==> src/rtl/adcs_pkg.sv <==
// Package for the converter sequencer control block.
// Assumes a 32-bit Avalon-MM slave with byte addresses equal to four times
// the register index.
package adcs_pkg;
	// ----------------------------------------------------------------
	// Register indexes (byte address is four times the index)
	// ----------------------------------------------------------------
	localparam logic [7:0] IDX_RESULT_HI = 8'hE0;
	localparam logic [7:0] IDX_RESULT_LO = 8'hE1;
	localparam logic [7:0] IDX_CSR = 8'hE8;
	localparam logic [7:0] IDX_TRIG = 8'hE9;
	localparam logic [7:0] IDX_INT_STAT = 8'hF0;
	localparam logic [7:0] IDX_INT_CLR = 8'hF1;
	localparam logic [7:0] IDX_INT_EN = 8'hF2;

	// ----------------------------------------------------------------
	// Field layout and reset values
	// ----------------------------------------------------------------
	localparam int RES_W = 10;
	localparam int RES_PAD = 6;
	localparam int TRIG_EN_BIT = 7;
	localparam logic [7:0] TRIG_FIXED = 8'h7E;
	localparam logic [7:0] CSR_RESET = 8'h00;
	localparam int EV_W = 2;
	localparam int EV_DONE = 0;
	localparam int EV_TRIG = 1;

	// ----------------------------------------------------------------
	// Conversion time, in system states
	// ----------------------------------------------------------------
	localparam logic [8:0] CONV_SLOW = 9'h10A;
	localparam logic [8:0] CONV_FAST = 9'h086;
	localparam logic [8:0] CNT_ONE = 9'h001;
	localparam logic [8:0] CNT_ZERO = 9'h000;

	// Control and status register, bit 7 down to bit 0
	typedef struct packed {
		logic conversion_done_flag;
		logic irq_en;
		logic conversion_go;
		logic scan_mode;
		logic clk_fast;
		logic input_group_select;
		logic input_select_high;
		logic input_select_low;
	} adcs_csr_t;

	typedef enum logic {
		ADCS_IDLE,
		ADCS_CONV
	} adcs_state_t;
endpackage

==> src/rtl/adcs_top.sv <==
// Converter sequencer control: registers, start logic, scan sequencing.
// Assumes an Avalon-MM master on core_clk, and an analog front end that
// holds ana_data stable by the end of each conversion window.
`timescale 1ns/1ps
module adcs_top (
	input wire logic core_clk,
	input wire logic nrst,
	input wire logic [9:0] avs_address,
	input wire logic avs_read,
	input wire logic avs_write,
	input wire logic [31:0] avs_writedata,
	input wire logic [3:0] avs_byteenable,
	output logic [31:0] avs_readdata,
	output logic avs_waitrequest,
	input wire logic external_trigger_input,
	input wire logic standby_req,
	input wire logic [9:0] ana_data,
	output logic [2:0] ana_chan,
	output logic ana_sample,
	output logic irq
);
	// ----------------------------------------------------------------
	// Decode helpers
	// ----------------------------------------------------------------
	// Last input of a scan pass, or the single input, from the channel field
	function automatic logic [2:0] last_chan(input adcs_pkg::adcs_csr_t c);
		last_chan = {c.input_group_select, c.input_select_high, c.input_select_low};
	endfunction

	// First input of the selected group
	function automatic logic [2:0] first_chan(input adcs_pkg::adcs_csr_t c);
		first_chan = {c.input_group_select, 2'b00};
	endfunction

	// ----------------------------------------------------------------
	// State
	// ----------------------------------------------------------------
	// Register and sequencer state
	adcs_pkg::adcs_csr_t csr_r;
	adcs_pkg::adcs_csr_t csr_nxt;
	adcs_pkg::adcs_state_t state_r;
	adcs_pkg::adcs_state_t state_nxt;
	logic trig_en_r;
	logic [adcs_pkg::RES_W-1:0] res_r;
	logic [8:0] cnt_r;
	logic [8:0] cnt_nxt;
	logic [2:0] chan_r;
	logic [2:0] chan_nxt;

	// Bus side and interrupt state
	logic armed_r;
	logic [adcs_pkg::EV_W-1:0] ist_r;
	logic [adcs_pkg::EV_W-1:0] ien_r;
	logic wait_r;
	logic [31:0] rdata_r;
	logic irq_r;

	// Front end and synchroniser stages
	logic sample_r;
	logic trg_s1_r;
	logic trg_s2_r;
	logic trg_s3_r;
	logic [9:0] dat_s1_r;
	logic [9:0] dat_s2_r;

	// ----------------------------------------------------------------
	// Bus decode
	// ----------------------------------------------------------------
	wire [7:0] idx = avs_address[9:2];
	wire req = avs_read | avs_write;
	wire wr_acc = avs_write & ~wait_r & avs_byteenable[0];
	wire rd_acc = avs_read & ~wait_r;
	wire wr_csr = wr_acc & (idx == adcs_pkg::IDX_CSR);
	wire wr_trig = wr_acc & (idx == adcs_pkg::IDX_TRIG);
	wire wr_iclr = wr_acc & (idx == adcs_pkg::IDX_INT_CLR);
	wire wr_ien = wr_acc & (idx == adcs_pkg::IDX_INT_EN);
	wire rd_csr = rd_acc & (idx == adcs_pkg::IDX_CSR);
	wire [7:0] wbyte = avs_writedata[7:0];
	wire adcs_pkg::adcs_csr_t wcsr = adcs_pkg::adcs_csr_t'(wbyte);
	// Flag as the master sees it in the csr read now being answered
	wire adcs_pkg::adcs_csr_t rd_seen = adcs_pkg::adcs_csr_t'(rdata_r[7:0]);

	// Read mux; reserved trigger bits read one, bit 0 reads zero
	wire [15:0] res_word = {res_r, {adcs_pkg::RES_PAD{1'b0}}};
	wire [7:0] trig_rd = adcs_pkg::TRIG_FIXED | {trig_en_r, 7'h00};
	wire [31:0] rd_mux =
		(idx == adcs_pkg::IDX_RESULT_HI) ? {16'h0000, res_word} :
		(idx == adcs_pkg::IDX_RESULT_LO) ? {24'h000000, res_word[7:0]} :
		(idx == adcs_pkg::IDX_CSR) ? {24'h000000, csr_r} :
		(idx == adcs_pkg::IDX_TRIG) ? {24'h000000, trig_rd} :
		(idx == adcs_pkg::IDX_INT_STAT) ? {30'h00000000, ist_r} :
		(idx == adcs_pkg::IDX_INT_EN) ? {30'h00000000, ien_r} :
		32'h00000000;

	// ----------------------------------------------------------------
	// Start and sequencing conditions
	// ----------------------------------------------------------------
	// Falling edge seen on synchronised stages only
	wire trg_fall = trg_s3_r & ~trg_s2_r;
	wire ext_start = trg_fall & trig_en_r;
	wire [8:0] conv_len = csr_r.clk_fast ? adcs_pkg::CONV_FAST : adcs_pkg::CONV_SLOW;
	wire conv_end = (state_r == adcs_pkg::ADCS_CONV) & (cnt_r == conv_len - adcs_pkg::CNT_ONE);
	wire pass_end = conv_end & (~csr_r.scan_mode | chan_r == last_chan(csr_r));
	wire go_sw_set = wr_csr & wcsr.conversion_go & ~csr_r.conversion_go;
	// A trigger edge only counts as taken while the converter is stopped
	wire ext_taken = ext_start & ~csr_r.conversion_go & ~standby_req;
	wire start_ev = go_sw_set | ext_taken;
	// Flag clear needs a prior read that saw it set; a set in the same cycle wins
	wire flag_clr = wr_csr & ~wcsr.conversion_done_flag & armed_r;

	// ----------------------------------------------------------------
	// Next control/status value
	// ----------------------------------------------------------------
	always_comb begin
		csr_nxt = csr_r;
		if (wr_csr) begin
			csr_nxt = wcsr;
			csr_nxt.conversion_done_flag = csr_r.conversion_done_flag;
		end
		if (ext_start) begin
			csr_nxt.conversion_go = 1'b1;
		end
		if (conv_end & ~csr_r.scan_mode & ~go_sw_set) begin
			csr_nxt.conversion_go = 1'b0;
		end
		if (standby_req) begin
			csr_nxt.conversion_go = 1'b0;
		end
		if (flag_clr) begin
			csr_nxt.conversion_done_flag = 1'b0;
		end
		if (pass_end) begin
			csr_nxt.conversion_done_flag = 1'b1;
		end
	end

	// ----------------------------------------------------------------
	// Conversion sequencer
	// ----------------------------------------------------------------
	always_comb begin
		state_nxt = state_r;
		cnt_nxt = cnt_r;
		chan_nxt = chan_r;
		unique case (state_r)
			adcs_pkg::ADCS_IDLE: begin
				cnt_nxt = adcs_pkg::CNT_ZERO;
				if (start_ev & ~standby_req) begin
					state_nxt = adcs_pkg::ADCS_CONV;
					chan_nxt = csr_nxt.scan_mode ? first_chan(csr_nxt) : last_chan(csr_nxt);
				end
			end
			adcs_pkg::ADCS_CONV: begin
				cnt_nxt = cnt_r + adcs_pkg::CNT_ONE;
				if (conv_end) begin
					cnt_nxt = adcs_pkg::CNT_ZERO;
					if (!csr_r.scan_mode) begin
						state_nxt = adcs_pkg::ADCS_IDLE;
					end else if (pass_end) begin
						chan_nxt = first_chan(csr_r);
					end else begin
						chan_nxt = chan_r + 3'h1;
					end
				end
			end
		endcase
		// Go at zero forces idle, whatever the sequencer was doing
		if (!csr_nxt.conversion_go) begin
			state_nxt = adcs_pkg::ADCS_IDLE;
			cnt_nxt = adcs_pkg::CNT_ZERO;
		end
	end

	// ----------------------------------------------------------------
	// Input synchronisers
	// ----------------------------------------------------------------
	// Analog data is only taken at the end of a window, when it is stable
	// Per-bit sync of the word is safe only because the front end holds it still
	always_ff @(posedge core_clk or negedge nrst) begin
		if (!nrst) begin
			trg_s1_r <= 1'b1;
			trg_s2_r <= 1'b1;
			trg_s3_r <= 1'b1;
			dat_s1_r <= 10'h000;
			dat_s2_r <= 10'h000;
		end else begin
			trg_s1_r <= external_trigger_input;
			trg_s2_r <= trg_s1_r;
			trg_s3_r <= trg_s2_r;
			dat_s1_r <= ana_data;
			dat_s2_r <= dat_s1_r;
		end
	end

	// ----------------------------------------------------------------
	// Control registers
	// ----------------------------------------------------------------
	always_ff @(posedge core_clk or negedge nrst) begin
		if (!nrst) begin
			csr_r <= adcs_pkg::adcs_csr_t'(adcs_pkg::CSR_RESET);
			trig_en_r <= 1'b0;
			state_r <= adcs_pkg::ADCS_IDLE;
			cnt_r <= adcs_pkg::CNT_ZERO;
			chan_r <= 3'h0;
		end else begin
			csr_r <= csr_nxt;
			state_r <= state_nxt;
			cnt_r <= cnt_nxt;
			chan_r <= chan_nxt;
			if (wr_trig) begin
				trig_en_r <= wbyte[adcs_pkg::TRIG_EN_BIT];
			end
		end
	end

	// Result capture at the end of each conversion
	always_ff @(posedge core_clk or negedge nrst) begin
		if (!nrst) begin
			res_r <= 10'h000;
		end else if (conv_end) begin
			res_r <= dat_s2_r;
		end
	end

	// Read of a set flag arms the clear; any other csr access disarms it
	always_ff @(posedge core_clk or negedge nrst) begin
		if (!nrst) begin
			armed_r <= 1'b0;
		end else if (rd_csr) begin
			armed_r <= rd_seen.conversion_done_flag;
		end else if (wr_csr) begin
			armed_r <= 1'b0;
		end
	end

	// ----------------------------------------------------------------
	// Interrupt status, enable and output
	// ----------------------------------------------------------------
	// Events: bit 0 scan or single pass done, bit 1 external start taken
	wire [adcs_pkg::EV_W-1:0] ev = {ext_taken, pass_end};
	wire [adcs_pkg::EV_W-1:0] iclr = wr_iclr ? wbyte[adcs_pkg::EV_W-1:0] : 2'b00;
	// An event in the same cycle as its clear wins, so none is lost
	always_ff @(posedge core_clk or negedge nrst) begin
		if (!nrst) begin
			ist_r <= 2'b00;
			ien_r <= 2'b00;
			irq_r <= 1'b0;
		end else begin
			ist_r <= (ist_r & ~iclr) | ev;
			if (wr_ien) begin
				ien_r <= wbyte[adcs_pkg::EV_W-1:0];
			end
			irq_r <= (csr_nxt.conversion_done_flag & csr_nxt.irq_en) | (|(ist_r & ien_r));
		end
	end

	// ----------------------------------------------------------------
	// Bus answer: one wait cycle, then waitrequest low for one cycle
	// ----------------------------------------------------------------
	// A fixed wait cycle registers the read mux, at the cost of half the bus rate
	always_ff @(posedge core_clk or negedge nrst) begin
		if (!nrst) begin
			wait_r <= 1'b1;
			rdata_r <= 32'h00000000;
		end else begin
			wait_r <= ~(req & wait_r);
			if (req & wait_r) begin
				rdata_r <= avs_read ? rd_mux : 32'h00000000;
			end
		end
	end

	// ----------------------------------------------------------------
	// Front end controls
	// ----------------------------------------------------------------
	// Sample pulse marks the first cycle of every conversion window
	always_ff @(posedge core_clk or negedge nrst) begin
		if (!nrst) begin
			sample_r <= 1'b0;
		end else begin
			sample_r <= (state_nxt == adcs_pkg::ADCS_CONV) & (cnt_nxt == adcs_pkg::CNT_ZERO);
		end
	end

	assign avs_readdata = rdata_r;
	assign avs_waitrequest = wait_r;
	assign ana_chan = chan_r;
	assign ana_sample = sample_r;
	assign irq = irq_r;
endmodule

==> config.mk <==
export PLATFORM = sky130hd
export DESIGN_NAME = adcs_top
export DESIGN_NICKNAME = d
export VERILOG_FILES = /design/src/rtl/adcs_pkg.sv /design/src/rtl/adcs_top.sv
export SDC_FILE = /design/constraint.sdc
export NUM_CORES = 1
export LEC_CHECK = 0
export ABC_AREA = 1
export ABC_CLOCK_PERIOD_IN_PS = 4850
export BUFFER_PORTS_ARGS = -buffer_cell sky130_fd_sc_hd__clkbuf_2
export CORE_MARGIN = 1
export CORE_UTILIZATION = 55
export DETAILED_ROUTE_END_ITERATION = 16
export GPL_ROUTABILITY_DRIVEN = 0
export PLACE_DENSITY = 0.88
export SYNTH_ARGS = -nofsm -noshare
export SYNTH_HDL_FRONTEND = slang
export SYNTH_SLANG_ARGS = --single-unit
==> constraint.sdc <==
create_clock -name core_clk -period 4.85 [get_ports core_clk]
set_input_delay 0.97 -clock core_clk [delete_from_list [all_inputs] [get_ports core_clk]]
set_output_delay 0.97 -clock core_clk [all_outputs]
set_load 0.005 [all_outputs]
==> impl_metrics.tcl <==
set metrics [dict create \
    yosysUniqueCellTypes 33 \
    tightest_slew_ps 932 \
    die_h_microns 81.0 \
    place_inst 498 \
    hpwlAfterDp_microns 4750 \
    min_path_type "reg -> reg" \
    port_buffers 54 \
    synthArstFlopShare_pct 100 \
    cts_buffers 9 \
    yosysSeqAreaShare_pct 57.7 \
    clock-sinks 79 \
    overflow 0 \
    avgSynthCellArea_sq_um 9.21 \
    cts_root_buf "clkbuf_8" \
    synth_area_sq_um 3430 \
    hold_viol 0 \
    drv_cap 0 \
    synth_edf_count 0 \
    cp-start-kind "register" \
    grt_max_degree 80 \
    rows 28 \
    clockBufferDepth 2 \
    drt_iter0_markers 177 \
    setup_violations 0 \
    synth.most_common_cell "nand2_1" \
    status "finished clean" \
    final_nets 499 \
    cts_resized 0 \
    synth_top_area_cell "dfrtp_1" \
    grt_setup_unrepaired "false" \
    clock_latency_ps 360 \
    skew_ps 8.67 \
    path_clk_slew_ps 90 \
    antenna_found_initial 0 \
    path_buf_inv 2 \
    drive_gt1_share_pct 21.4 \
    fin_setup_tns_ps 0 \
    post_cts_buffers 0 \
    wl_per_cell_microns 12.7 \
    cts.hold.buffers_added 0 \
    start_util_pct 57.7 \
    crit_required_ps 5140 \
    max_freq_mhz 456 \
    crit_path_end_kind "register" \
    grt_pass1_vias 2358 \
    synth_commonest_cells "83 x nand2_1, 75 x dfrtp_1, 40 x inv_1" \
    yosys_warnings 0 \
    slowest_delay_ps 410 \
    vias 2622 \
    stdcell_count 514 \
    area_delta_synth_final_pct 14.6 \
    io_pins 100 \
    slowest_stage "dfrtp_1" \
    grt_first_pass_wirelength_microns 10500 \
    ys_seq_elements 79 \
    fin_crit_sh_pct 45.2 \
    routed_wl_microns 6510 \
    drt-vias-per-instance 5.10 \
    ys_dominant_reg_cell "dfrtp_1" \
    ir_drop_mv 0.227 \
    htree_levels 3 \
    worst_ep_arrival_time_ps 2480 \
    die_w_microns 81.0 \
    crit_chain "inv_1 -> ha_1 -> nand3_1 -> nor2_1 -> nand3_2 -> nand2_1 -> inv_1 -> nand3_1 -> nand2_1 -> nor2_1 -> nand3_1 -> nor2_1" \
    coreArea_sq_um 5960 \
    critical_path.top_delay_family "simple AND/OR/NAND/NOR gates" \
    synth_top_cell_area_share_pct 54.6 \
    postRouteAntennaNets 0 \
    cts_tree "yes" \
    drc 0 \
    n_antenna_cell 0 \
    ys_top_cells_by_area "dfrtp_1 55%, nand2_1 9.1%, inv_1 4.4%" \
    finalMaxSlewViolations 0 \
    die_area_sq_um 6560 \
    drtPass1Iterations 5 \
    criticalPathCategory "reg -> reg" \
    cp_max_fo 23 \
    syn_inst 373 \
    powerDensity_nw_per_um2 320 \
    max-slew-margin-rel_pct 37.8 \
    leakage_nw 2.03 \
    grt_use_total_pct 22.0 \
    period_needed_ps 2190 \
]
## area by class of cell
type / count / area, sq um
Clock inverter: 7 / 86.3
Multi-Input combinational cell: 246 / 1210
Fill cell: 464 / 2020
Inverter: 43 / 161
Clock buffer: 9 / 124
Tap cell: 75 / 93.8
Sequential cell: 79 / 1980
Timing Repair Buffer: 55 / 280
## per-stage QoR
stage	instance area, sq um	power [W]	worst slack, ps	hold WS (ps)	utilization (%)
5_1_grt	3940	0.00131	2380	355	66.1
2_1_floorplan	3490	0.000733	2770	331	-
4_1_cts	3940	0.00127	2650	352	66.1
6_report	3940	0.00126	2660	348	66.1
3_5_place_dp	3730	0.000762	2430	336	62.6
3_3_place_gp	3730	0.000760	2460	332	62.6
## registers in the layout, indices dropped and copies added (netlist names)
signal and count:
dat_s1_r 10, avs_waitrequest 1, ien_r 2, avs_readdata 16, cnt_r 9, state_r 1, trg_s3_r 1, irq 1
csr_r 8, trig_en_r 1, trg_s2_r 1, ana_chan 3, dat_s2_r 10, res_r 10, trg_s1_r 1, ist_r 2
ana_sample 1, armed_r 1
## placed cells by master (no fill, tap or decap), types with 2 or more instances in the layout
cell type and n:
a21oi_1 9, a22oi_1 2, buf_4 2, clkbuf_2 53
clkbuf_8 9, conb_1 16, dfrtp_1 75, dfstp_2 4
ha_1 3, inv_1 40, inv_2 3, inv_6 2
inv_8 2, mux2_2 2, nand2_1 83, nand3_1 18
nand3_2 3, nand4_1 4, nor2_1 34, nor2_2 5
nor3_1 11, o21a_1 2, o21ai_0 29, o21ai_1 4
o31ai_1 2, or2_2 3, xnor2_1 5, xor2_1 4
## worst paths after layout
kind | endpoint | slack, ps | from | cells past startpoint
max | ana_sample$_DFF_PN0_ | 2660 | cnt_r[1]$_DFF_PN0_ | 12
min | dat_s2_r[4]$_DFF_PN0_ | 350 | dat_s1_r[4]$_DFF_PN0_ | 0
max reg2reg | ana_sample$_DFF_PN0_ | 2660 | cnt_r[1]$_DFF_PN0_ | 12
min reg2reg | dat_s2_r[4]$_DFF_PN0_ | 350 | dat_s1_r[4]$_DFF_PN0_ | 0
max in group asynchronous | dat_s1_r[4]$_DFF_PN0_ | 3500 | nrst | 1
min in group asynchronous | csr_r[4]$_DFF_PN0_ | 750 | nrst | 1
## routing by layer
layer  vias to the layer above  global-route usage (%)  share of wire, %
met5                         -                       0                 0
met4                         0                    9.11               1.4
met3                        10                    8.43               6.2
met2                        89                    34.1                48
met1                      1238                    27.8                45
li1                       1285                       -                 -
## where the power goes
part	total, W	switching [W]	leakage (nW)	internal (W)
registers	0.000683	0.00000800	1.02	0.000675
clock network	0.000509	0.000260	0.104	0.000249
logic	0.0000664	0.0000451	0.910	0.0000212
## cell families (layout without fill, tap and decap cells)
group	count (synthesis)	in the layout	share of synthesized area [%]
multiplexers	2	2	0.656
other	1	16	0.109
adder cells (fa/ha/maj)	3	3	1.09
AO/OA/AOI/OAI	52	52	8.31
AND/OR/NAND/NOR	164	164	21.1
XOR/XNOR	9	9	2.29
buffers and inverters	63	114	8.71
flip-flops	79	79	57.7
(Power assumes the default switching activity.)
